File: src/include/sar_ctrl_pkg.sv
package sar_ctrl_pkg;
  // Register byte offsets
  localparam logic [11:0] CHANNEL_REF_OFF = 12'h000;
  localparam logic [11:0] CONTROL_OFF     = 12'h004;
  localparam logic [11:0] RESULT_LOW_OFF  = 12'h008;
  localparam logic [11:0] RESULT_HIGH_OFF = 12'h00c;

  // channel_ref_register fields
  localparam int REF_SEL_LSB  = 6;
  localparam int LEFT_ADJ_POS = 5;
  localparam int CHAN_SEL_LSB = 0;

  // converter_control_status fields
  localparam int ENABLE_POS   = 7;
  localparam int START_POS    = 6;
  localparam int FREE_RUN_POS = 5;
  localparam int DONE_POS     = 4;
  localparam int DIV_SEL_LSB  = 0;

  localparam logic [7:0] CHANNEL_REF_RST = 8'h00;
  localparam logic [7:0] CONTROL_RST     = 8'h00;
  localparam logic [9:0] RESULT_RST      = 10'h000;

  localparam int RESULT_BITS = 10;

  // Converter clock cycle counts
  localparam logic [4:0] NORMAL_CYCLES   = 5'd13;
  localparam logic [4:0] FIRST_CYCLES    = 5'd25;
  // Sample-and-hold rises half a cycle after these whole cycles (1.5 and 13.5)
  localparam logic [4:0] NORMAL_SH_CYCLE = 5'd1;
  localparam logic [4:0] FIRST_SH_CYCLE  = 5'd13;

  localparam int SYNC_STAGES = 3;

  typedef enum logic [1:0] {
    CONV_IDLE,
    CONV_SAMPLE,
    CONV_TRIAL,
    CONV_WAIT
  } conv_state_e;
endpackage

File: src/logic/sar_prescaler.sv
`timescale 1ns/100ps
`default_nettype none
module sar_prescaler
  import sar_ctrl_pkg::*;
(
  input  wire logic       clk_sys_i,
  input  wire logic       reset_i,
  input  wire logic       enable_i,
  input  wire logic [2:0] div_sel_i,
  output logic            rise_o,
  output logic            fall_o
);
  logic [6:0] count_q;
  logic [6:0] last_w;
  logic [6:0] half_w;

  // Codes 0 and 1 both divide by two
  assign last_w = (div_sel_i <= 3'h1) ? 7'h01 : 7'((8'h01 << div_sel_i) - 8'h01);
  assign half_w = 7'(last_w >> 1);
  assign rise_o = enable_i && (count_q == last_w);
  assign fall_o = enable_i && (count_q == half_w);

  always_ff @(posedge clk_sys_i or posedge reset_i)
  begin
    if (reset_i)
      count_q <= 7'h00;
    else if (!enable_i || count_q >= last_w)
      count_q <= 7'h00;
    else
      count_q <= count_q + 7'h01;
  end
endmodule
`default_nettype wire

File: src/logic/sar_input_sync.sv
`timescale 1ns/100ps
`default_nettype none
module sar_input_sync
  import sar_ctrl_pkg::*;
(
  input  wire logic clk_sys_i,
  input  wire logic reset_i,
  input  wire logic async_i,
  output logic      sync_o
);
  logic [SYNC_STAGES-1:0] stage_q;
  logic                   level_q;

  always_ff @(posedge clk_sys_i or posedge reset_i)
  begin
    if (reset_i)
    begin
      stage_q <= '0;
      level_q <= 1'b0;
    end
    else
    begin
      stage_q <= {stage_q[SYNC_STAGES-2:0], async_i};
      // First stage is only read by the second
      if (stage_q[1] == stage_q[2])
        level_q <= stage_q[2];
    end
  end

  assign sync_o = level_q;
endmodule
`default_nettype wire

File: src/logic/sar_adc_control.sv
`timescale 1ns/100ps
`default_nettype none
module sar_adc_control
  import sar_ctrl_pkg::*;
(
  input  wire logic        clk_sys_i,
  input  wire logic        reset_i,
  input  wire logic        psel,
  input  wire logic        penable,
  input  wire logic        pwrite,
  input  wire logic [11:0] paddr,
  input  wire logic [31:0] pwdata,
  output logic [31:0]      prdata,
  output logic             pready,
  output logic             pslverr,
  input  wire logic        comparator_i,
  input  wire logic        vector_taken_i,
  output logic             analog_enable_o,
  output logic [1:0]       reference_select_o,
  output logic [3:0]       channel_select_o,
  output logic             sample_hold_o,
  output logic [9:0]       trial_code_o,
  output logic             conversion_done_o
);
  // Software-visible registers
  logic [7:0]  chan_ref_q;
  logic        enable_q;
  logic        start_q;
  logic        free_run_q;
  logic        done_q;
  logic [2:0]  div_sel_q;
  logic [9:0]  result_q;
  logic        lock_q;
  logic [31:0] rdata_q;
  logic        err_q;

  // Conversion engine
  conv_state_e state_q;
  logic [4:0]  cycle_q;
  logic        first_q;
  logic [3:0]  bit_q;
  logic [9:0]  code_q;
  logic        sh_q;
  logic [1:0]  ref_buf_q;
  logic [3:0]  chan_buf_q;

  logic adc_rise;
  logic adc_fall;
  logic comp_sync;

  sar_prescaler u_prescaler (
    .clk_sys_i (clk_sys_i),
    .reset_i   (reset_i),
    .enable_i  (enable_q),
    .div_sel_i (div_sel_q),
    .rise_o    (adc_rise),
    .fall_o    (adc_fall)
  );

  sar_input_sync u_comp_sync (
    .clk_sys_i (clk_sys_i),
    .reset_i   (reset_i),
    .async_i   (comparator_i),
    .sync_o    (comp_sync)
  );

  // Bus decode
  wire setup_w      = psel && !penable;
  wire access_w     = psel && penable;
  wire hit_chan_w   = (paddr == CHANNEL_REF_OFF);
  wire hit_ctrl_w   = (paddr == CONTROL_OFF);
  wire hit_low_w    = (paddr == RESULT_LOW_OFF);
  wire hit_high_w   = (paddr == RESULT_HIGH_OFF);
  wire mapped_w     = hit_chan_w || hit_ctrl_w || hit_low_w || hit_high_w;
  wire wr_w         = access_w && pwrite && mapped_w;
  wire wr_chan_w    = wr_w && hit_chan_w;
  wire wr_ctrl_w    = wr_w && hit_ctrl_w;
  wire rd_low_w     = access_w && !pwrite && hit_low_w;
  wire rd_high_w    = access_w && !pwrite && hit_high_w;

  wire left_adj_w   = chan_ref_q[LEFT_ADJ_POS];
  wire new_enable_w = pwdata[ENABLE_POS];

  // Result and control byte views
  wire [15:0] aligned_w = left_adj_w ? {result_q, 6'h00} : {6'h00, result_q};
  wire [7:0]  ctrl_view_w = {enable_q, start_q, free_run_q, done_q, 1'b0, div_sel_q};

  wire [31:0] rd_mux_w = hit_chan_w ? {24'h000000, chan_ref_q} :
                         hit_ctrl_w ? {24'h000000, ctrl_view_w} :
                         hit_low_w  ? {24'h000000, aligned_w[7:0]} :
                         hit_high_w ? {24'h000000, aligned_w[15:8]} : 32'h00000000;

  assign pready  = access_w;
  assign prdata  = rdata_q;
  assign pslverr = access_w && err_q;

  always_ff @(posedge clk_sys_i or posedge reset_i)
  begin
    if (reset_i)
    begin
      rdata_q <= 32'h00000000;
      err_q   <= 1'b0;
    end
    else if (setup_w)
    begin
      rdata_q <= rd_mux_w;
      err_q   <= !mapped_w;
    end
  end

  // Engine events
  wire [4:0] total_w    = first_q ? FIRST_CYCLES : NORMAL_CYCLES;
  wire [4:0] sh_cycle_w = first_q ? FIRST_SH_CYCLE : NORMAL_SH_CYCLE;
  wire busy_w           = (state_q != CONV_IDLE);
  wire launch_w         = enable_q && start_q && !busy_w && adc_rise;
  wire complete_w       = (state_q == CONV_WAIT) && adc_rise && (cycle_q == total_w - 5'd1);
  wire rerun_w          = complete_w && free_run_q;
  wire sh_fall_w        = (state_q == CONV_SAMPLE) && adc_fall && (cycle_q == sh_cycle_w);
  wire trial_w          = (state_q == CONV_TRIAL) && adc_rise;
  // Buffer follows writes when enabled and idle, except at launch, and in the last cycle before completion
  wire buf_follow_w     = enable_q && (!busy_w || (cycle_q == total_w - 5'd1)) && !launch_w;
  wire [9:0] kept_w     = comp_sync ? code_q : (code_q & ~(10'h001 << bit_q));

  // Control and status register
  always_ff @(posedge clk_sys_i or posedge reset_i)
  begin
    if (reset_i)
    begin
      chan_ref_q <= CHANNEL_REF_RST;
      enable_q   <= CONTROL_RST[ENABLE_POS];
      free_run_q <= CONTROL_RST[FREE_RUN_POS];
      div_sel_q  <= CONTROL_RST[DIV_SEL_LSB +: 3];
    end
    else
    begin
      if (wr_chan_w)
        chan_ref_q <= pwdata[7:0];
      if (wr_ctrl_w)
      begin
        enable_q   <= new_enable_w;
        free_run_q <= pwdata[FREE_RUN_POS];
        div_sel_q  <= pwdata[DIV_SEL_LSB +: 3];
      end
    end
  end

  // Start bit: set by software, cleared at single-mode completion
  always_ff @(posedge clk_sys_i or posedge reset_i)
  begin
    if (reset_i)
      start_q <= CONTROL_RST[START_POS];
    else if (!enable_q)
      start_q <= 1'b0;
    else if (wr_ctrl_w && pwdata[START_POS] && new_enable_w)
      start_q <= 1'b1;
    else if (complete_w && !free_run_q)
      start_q <= 1'b0;
  end

  // Done flag: hardware set wins over software or vector clear
  always_ff @(posedge clk_sys_i or posedge reset_i)
  begin
    if (reset_i)
      done_q <= CONTROL_RST[DONE_POS];
    else if (complete_w)
      done_q <= 1'b1;
    else if ((wr_ctrl_w && pwdata[DONE_POS]) || vector_taken_i)
      done_q <= 1'b0;
  end

  // Result and read lock
  always_ff @(posedge clk_sys_i or posedge reset_i)
  begin
    if (reset_i)
    begin
      result_q <= RESULT_RST;
      lock_q   <= 1'b0;
    end
    else
    begin
      if (complete_w && !lock_q)
        result_q <= code_q;
      if (rd_low_w)
        lock_q <= 1'b1;
      else if (rd_high_w)
        lock_q <= 1'b0;
    end
  end

  // First-conversion marker, armed on each switch-on
  always_ff @(posedge clk_sys_i or posedge reset_i)
  begin
    if (reset_i)
      first_q <= 1'b1;
    else if (!enable_q)
      first_q <= 1'b1;
    else if (complete_w)
      first_q <= 1'b0;
  end

  // Selection buffer
  always_ff @(posedge clk_sys_i or posedge reset_i)
  begin
    if (reset_i)
    begin
      ref_buf_q  <= CHANNEL_REF_RST[REF_SEL_LSB +: 2];
      chan_buf_q <= CHANNEL_REF_RST[CHAN_SEL_LSB +: 4];
    end
    else if (buf_follow_w)
    begin
      ref_buf_q  <= chan_ref_q[REF_SEL_LSB +: 2];
      chan_buf_q <= chan_ref_q[CHAN_SEL_LSB +: 4];
    end
  end

  // Conversion sequencer
  always_ff @(posedge clk_sys_i or posedge reset_i)
  begin
    if (reset_i)
    begin
      state_q <= CONV_IDLE;
      cycle_q <= 5'd0;
      bit_q   <= 4'd0;
      code_q  <= 10'h000;
      sh_q    <= 1'b0;
    end
    else if (!enable_q)
    begin
      state_q <= CONV_IDLE;
      cycle_q <= 5'd0;
      sh_q    <= 1'b0;
    end
    else
    begin
      case (state_q)
        CONV_IDLE:
        begin
          if (launch_w)
          begin
            state_q <= CONV_SAMPLE;
            cycle_q <= 5'd0;
            sh_q    <= 1'b0;
          end
        end
        CONV_SAMPLE:
        begin
          if (adc_rise)
            cycle_q <= cycle_q + 5'd1;
          if (sh_fall_w)
          begin
            // Hold the input and present the midscale trial
            sh_q    <= 1'b1;
            bit_q   <= 4'(RESULT_BITS - 1);
            code_q  <= 10'h200;
            state_q <= CONV_TRIAL;
          end
        end
        CONV_TRIAL:
        begin
          if (trial_w)
          begin
            cycle_q <= cycle_q + 5'd1;
            if (bit_q == 4'd0)
            begin
              code_q  <= kept_w;
              state_q <= CONV_WAIT;
            end
            else
            begin
              code_q <= kept_w | (10'h001 << (bit_q - 4'd1));
              bit_q  <= bit_q - 4'd1;
            end
          end
        end
        CONV_WAIT:
        begin
          if (complete_w)
          begin
            sh_q    <= 1'b0;
            cycle_q <= 5'd0;
            state_q <= rerun_w ? CONV_SAMPLE : CONV_IDLE;
          end
          else if (adc_rise)
            cycle_q <= cycle_q + 5'd1;
        end
        default:
          state_q <= CONV_IDLE;
      endcase
    end
  end

  // Analog side stays quiet while disabled to save power
  assign analog_enable_o    = enable_q;
  assign reference_select_o = ref_buf_q;
  assign channel_select_o   = chan_buf_q;
  assign sample_hold_o      = sh_q;
  assign trial_code_o       = code_q;
  assign conversion_done_o  = done_q;
endmodule
`default_nettype wire

File: config.mk
export PLATFORM = sky130hd
export DESIGN_NAME = sar_adc_control
export DESIGN_NICKNAME = d
export VERILOG_FILES = /design/src/include/sar_ctrl_pkg.sv /design/src/logic/sar_prescaler.sv /design/src/logic/sar_input_sync.sv /design/src/logic/sar_adc_control.sv
export SDC_FILE = /design/constraint.sdc
export NUM_CORES = 1
export LEC_CHECK = 0
export ABC_AREA = 1
export BUFFER_PORTS_ARGS = -buffer_cell sky130_fd_sc_hd__buf_2
export CAP_MARGIN = 40
export CORE_ASPECT_RATIO = 1.25
export CORE_MARGIN = 3
export CORE_UTILIZATION = 45
export DETAILED_ROUTE_END_ITERATION = 16
export GPL_TIMING_DRIVEN = 0
export MAX_ROUTING_LAYER = met4
export PLACE_DENSITY = 0.66
export SETUP_SLACK_MARGIN = 0.02
export SYNTH_ARGS = -nofsm -noshare
export SYNTH_HDL_FRONTEND = slang
export SYNTH_SLANG_ARGS = --single-unit
File: constraint.sdc
create_clock -name clk_sys_i -period 6.7 [get_ports clk_sys_i]
set_input_delay 1.34 -clock clk_sys_i [delete_from_list [all_inputs] [get_ports clk_sys_i]]
set_output_delay 1.34 -clock clk_sys_i [all_outputs]
set_load 0.05 [all_outputs]
==> implementation parameters <==
Parameter                              Value

Status
  Outcome    complete, no violations

Synth
  Cells taking the most area after synthesis    dfrtp_1 38%, nand2_1 15%, nand3_1 6.3%, ha_1 5.9%, inv_1 5.1%
  Gate count of the mapped netlist    between 600 and 700
  Number of distinct library cell variants in the gate-level netlist after synthesis    41
  Post-Synth Adder-Cell Area    0.0609
  Async SR Flop Fraction    1.00
  Area of the mapped netlist    4890 um^2
  Sequential element share of the synthesized area    0.384
  Area fraction in and, or, nand and nor cells after synthesis    0.353
  Main combinational cell family by area after synthesis    simple AND/OR/NAND/NOR gates
  Count of synthesis-stage warnings from yosys    0
  Average cell area after synthesis    7.38 um^2
  Synthesized-area fraction occupied by ao, oa, aoi and oai cells    0.0760
  Share of the synthesized netlist area taken by xor and xnor gates    0.00896
  Most used DFF post-synth    dfrtp_1
  Cell taking the most area after synthesis    dfrtp_1
  Multiplexer fraction of the synthesized cell area    0
  Area share of the largest cell type after synthesis    0.379
  #FFs+latches synth    75
  Number of synthesized flops with an enable pin    0

STA
  Final Max Slew Viols    0
  Clk_skew    3.76 ps
  Max_slew headroom    0.589
  Aggregate negative setup slack    0 ps
  Transition time at the pin with the least slew margin    612 ps
  Shortest clock period the worst path allows after layout    ~3200 ps
  Setup repair after global routing missed its margin    false
  Share of the cycle needed by the critical path after routing    0.479
  Number of setup violations in the final report    0
  Count of final hold-check violations    0
  Smallest setup slack after layout    3490 ps
  Top achievable clock speed    311 MHz

Place
  Post-DP Area    approximately 5400 um^2
  Placement-stage worst setup slack    3480 ps
  HPWL reported at the end of detailed placement    8980 um
  Count of input and output buffers    54
  Gpl congestion    0.915

Critical path
  Class of the most critical setup path    in2out
  Worst Setup SP    penable
  Maximum fanout encountered on the critical timing path    3
  Buffering stage count on the worst path with inverters included    2
  Worst flop-to-flop path endpoint    bit_q[3]$_DFFE_PP0P_
  Critical Path Source Type    primary input
  Flop-to-flop setup slack    3790 ps
  Req. time, crit path    5360 ps
  CP Cell Sequence    buf_2 -> nand2_1 -> nor2_1 -> buf_2
  CP max stage delay    270 ps
  Critical path capture point type    output pin
  Critical Path AT    roughly 1900 ps
  Cell occurring most often along the worst timing path    buf_2
  CP max-delay cell    buf_2
  Length in cells of the worst reg-to-reg path    18
  Cell family contributing the most delay on the critical path    buffers and inverters
  R2R Path Start    div_sel_q[2]$_DFFE_PP0P_

Finish
  Layout Nets    825
  Area overhead of the layout relative to synthesis    17.4%
  Layout cell share with drive strength beyond 1    0.185
  Total non-filler cell area in the finished layout    5740 um^2
  Ant diodes    0

Die
  Die H    123 um
  Die width    99.2 um
  Core ar.    slightly above 10000 um^2
  Initial cell density of the core    0.472
  Number of ports placed on the die boundary    between 100 and 150
  Floorplan row count    41
  Die area    between 10000 and 15000 um^2

Clock network
  Clock tree from TritonCTS    done
  Clk sinks    75
  Buffer count from post-CTS setup fixing    0
  Worst-Skew Late Latency    330 ps
  Hold buffers post-CTS    0
  Root Driver    clkbuf_16
  Number of levels in the clock H-tree    3
  Total clock buffers created by CTS    9
  Max Buffers Root-to-Sink    2
  Clock transition at the register clock pins on the worst setup and hold paths after CTS    roughly 60 ps
  Post-cts resize count    0

Routing
  Number of remaining DRC errors    0
  Via density per instance    roughly 5.0
  Via total after detailed routing    4400
  Routed wire length    11500 um
  Final ANT Viol Nets    0
  Number of DRC markers after the initial detailed-route iteration    192
  Post-DR wirelength/cell    12.9 um
  DRT Pass-1 Iters    4

Global routing
  Initial antenna violation count    0
  Total grt overflow    0
  Total global routing track utilization    0.200
  Largest net degree at the start of global routing    65
  Number of global-route vias before repair    4181
  Wire length of the first global-routing pass    19300 um

Run
  Max cap viols    0

Power and ir drop
  Areal power density over the cells    180 nW/um^2
  Worst ir drop on vdd    0.102 mV
  LEAKAGE    3.14 nW

Min path
  Source of the worst hold timing path    u_comp_sync.stage_q[0]$_DFF_PP0_
  Worst hold path class    reg2reg
  Number of stages on the worst hold path    0
  Endpoint, Worst Hold    u_comp_sync.stage_q[1]$_DFF_PP0_
-- through the flow --
step | cells | utilization | hold slack, ps | power (mW)
after floorplan | 685 | - | 331 | 0.532
after global placement | 868 | 0.522 | 343 | 0.547
after detailed placement | 869 | 0.525 | 342 | 0.550
after CTS | 885 | 0.554 | 360 | 1.04
after global routing | 885 | 0.554 | 365 | 1.07
final | 885 | 0.554 | 357 | 1.03
-- flip-flops by register name, summed over array words and instances, names as in the netlist, 4 cells and up --
signal / count
result_q: 10
trial_code_o: 10
chan_ref_q: 8
prdata: 8
u_prescaler.count_q: 7
cycle_q: 5
bit_q: 4
channel_select_o: 4
-- logic make-up (layout without fill, tap and decap cells) --
| kind of cell | Yosys count | count (layout) |
|---|---|---|
| buffers and inverters | 116 | 187 |
| xor gates and xnor gates | 5 | 5 |
| AOI/OAI and AO/OA | 70 | 70 |
| and+or+nand+nor | 370 | 370 |
| adders and majority gates | 24 | 24 |
| DFF | 75 | 75 |
| other | 2 | 25 |
-- area by class of cell --
cell class,instances,area (um^2)
Clock inverter,6,65.1
Timing Repair Buffer,55,298
Multi-Input combinational cell,494,2530
Tap cell,129,161
Buffer,40,275
Fill cell,1003,4620
Sequential cell,75,1880
Clock buffer,10,239
Inverter,76,290
-- placed cells by master (no fill, tap or decap), types with 6 or more instances in the layout --
master     instances
nand2_1          198
a21oi_1           12
inv_1             66
clkbuf_16          9
buf_2             58
dfrtp_1           74
inv_2              6
nor2_1            43
ha_1              23
buf_4             26
nand3_1           62
clkbuf_1           7
nand2_2           10
o21ai_1            6
nand4_1           33
o21ai_0           42
conb_1            25
-- how the worst max path moves through the flow --
stage,to,slack [ps],cells past startpoint
floorplan,pslverr,3310,2
global placement,div_sel_q[2]$_DFFE_PP0P_,2550,2
detailed placement,pslverr,3480,4
CTS,pslverr,3480,4
global route,pslverr,3450,4
finish,pslverr,3490,4
-- report_power, final --
group	switching, mW	total, mW	internal [mW]
Combinational	0.0604	0.0828	0.0224
Sequential	0.00220	0.459	0.456
Clock	0.191	0.489	0.298
Total	0.253	1.03	0.777
-- Yosys cell counts (2+ instances only) --
cell type,instances
a21oi_1,12
buf_2,4
buf_4,26
buf_6,3
clkbuf_1,7
clkinv_1,2
conb_1,2
dfrtp_1,74
ha_1,23
inv_1,67
inv_2,6
nand2_1,198
nand2_2,10
nand2_4,2
nand3_1,62
nand3_2,4
nand3b_1,2
nand4_1,33
nor2_1,43
nor2_2,3
nor2_4,2
nor3_1,4
o211ai_1,4
o21ai_0,42
o21ai_1,6
o22ai_1,2
o31ai_1,2
xnor2_1,2
xor2_1,3
-- metal layers --
| metal | wire length [um] | share of wire | track usage |
|---|---|---|---|
| met5 | 0 | 0 | - |
| met4 | 131 | 0.011 | 0.0572 |
| met3 | 510 | 0.045 | 0.0318 |
| met2 | 5800 | 0.51 | 0.347 |
| met1 | 5010 | 0.44 | 0.242 |
Power figures use the tool's default switching activity.
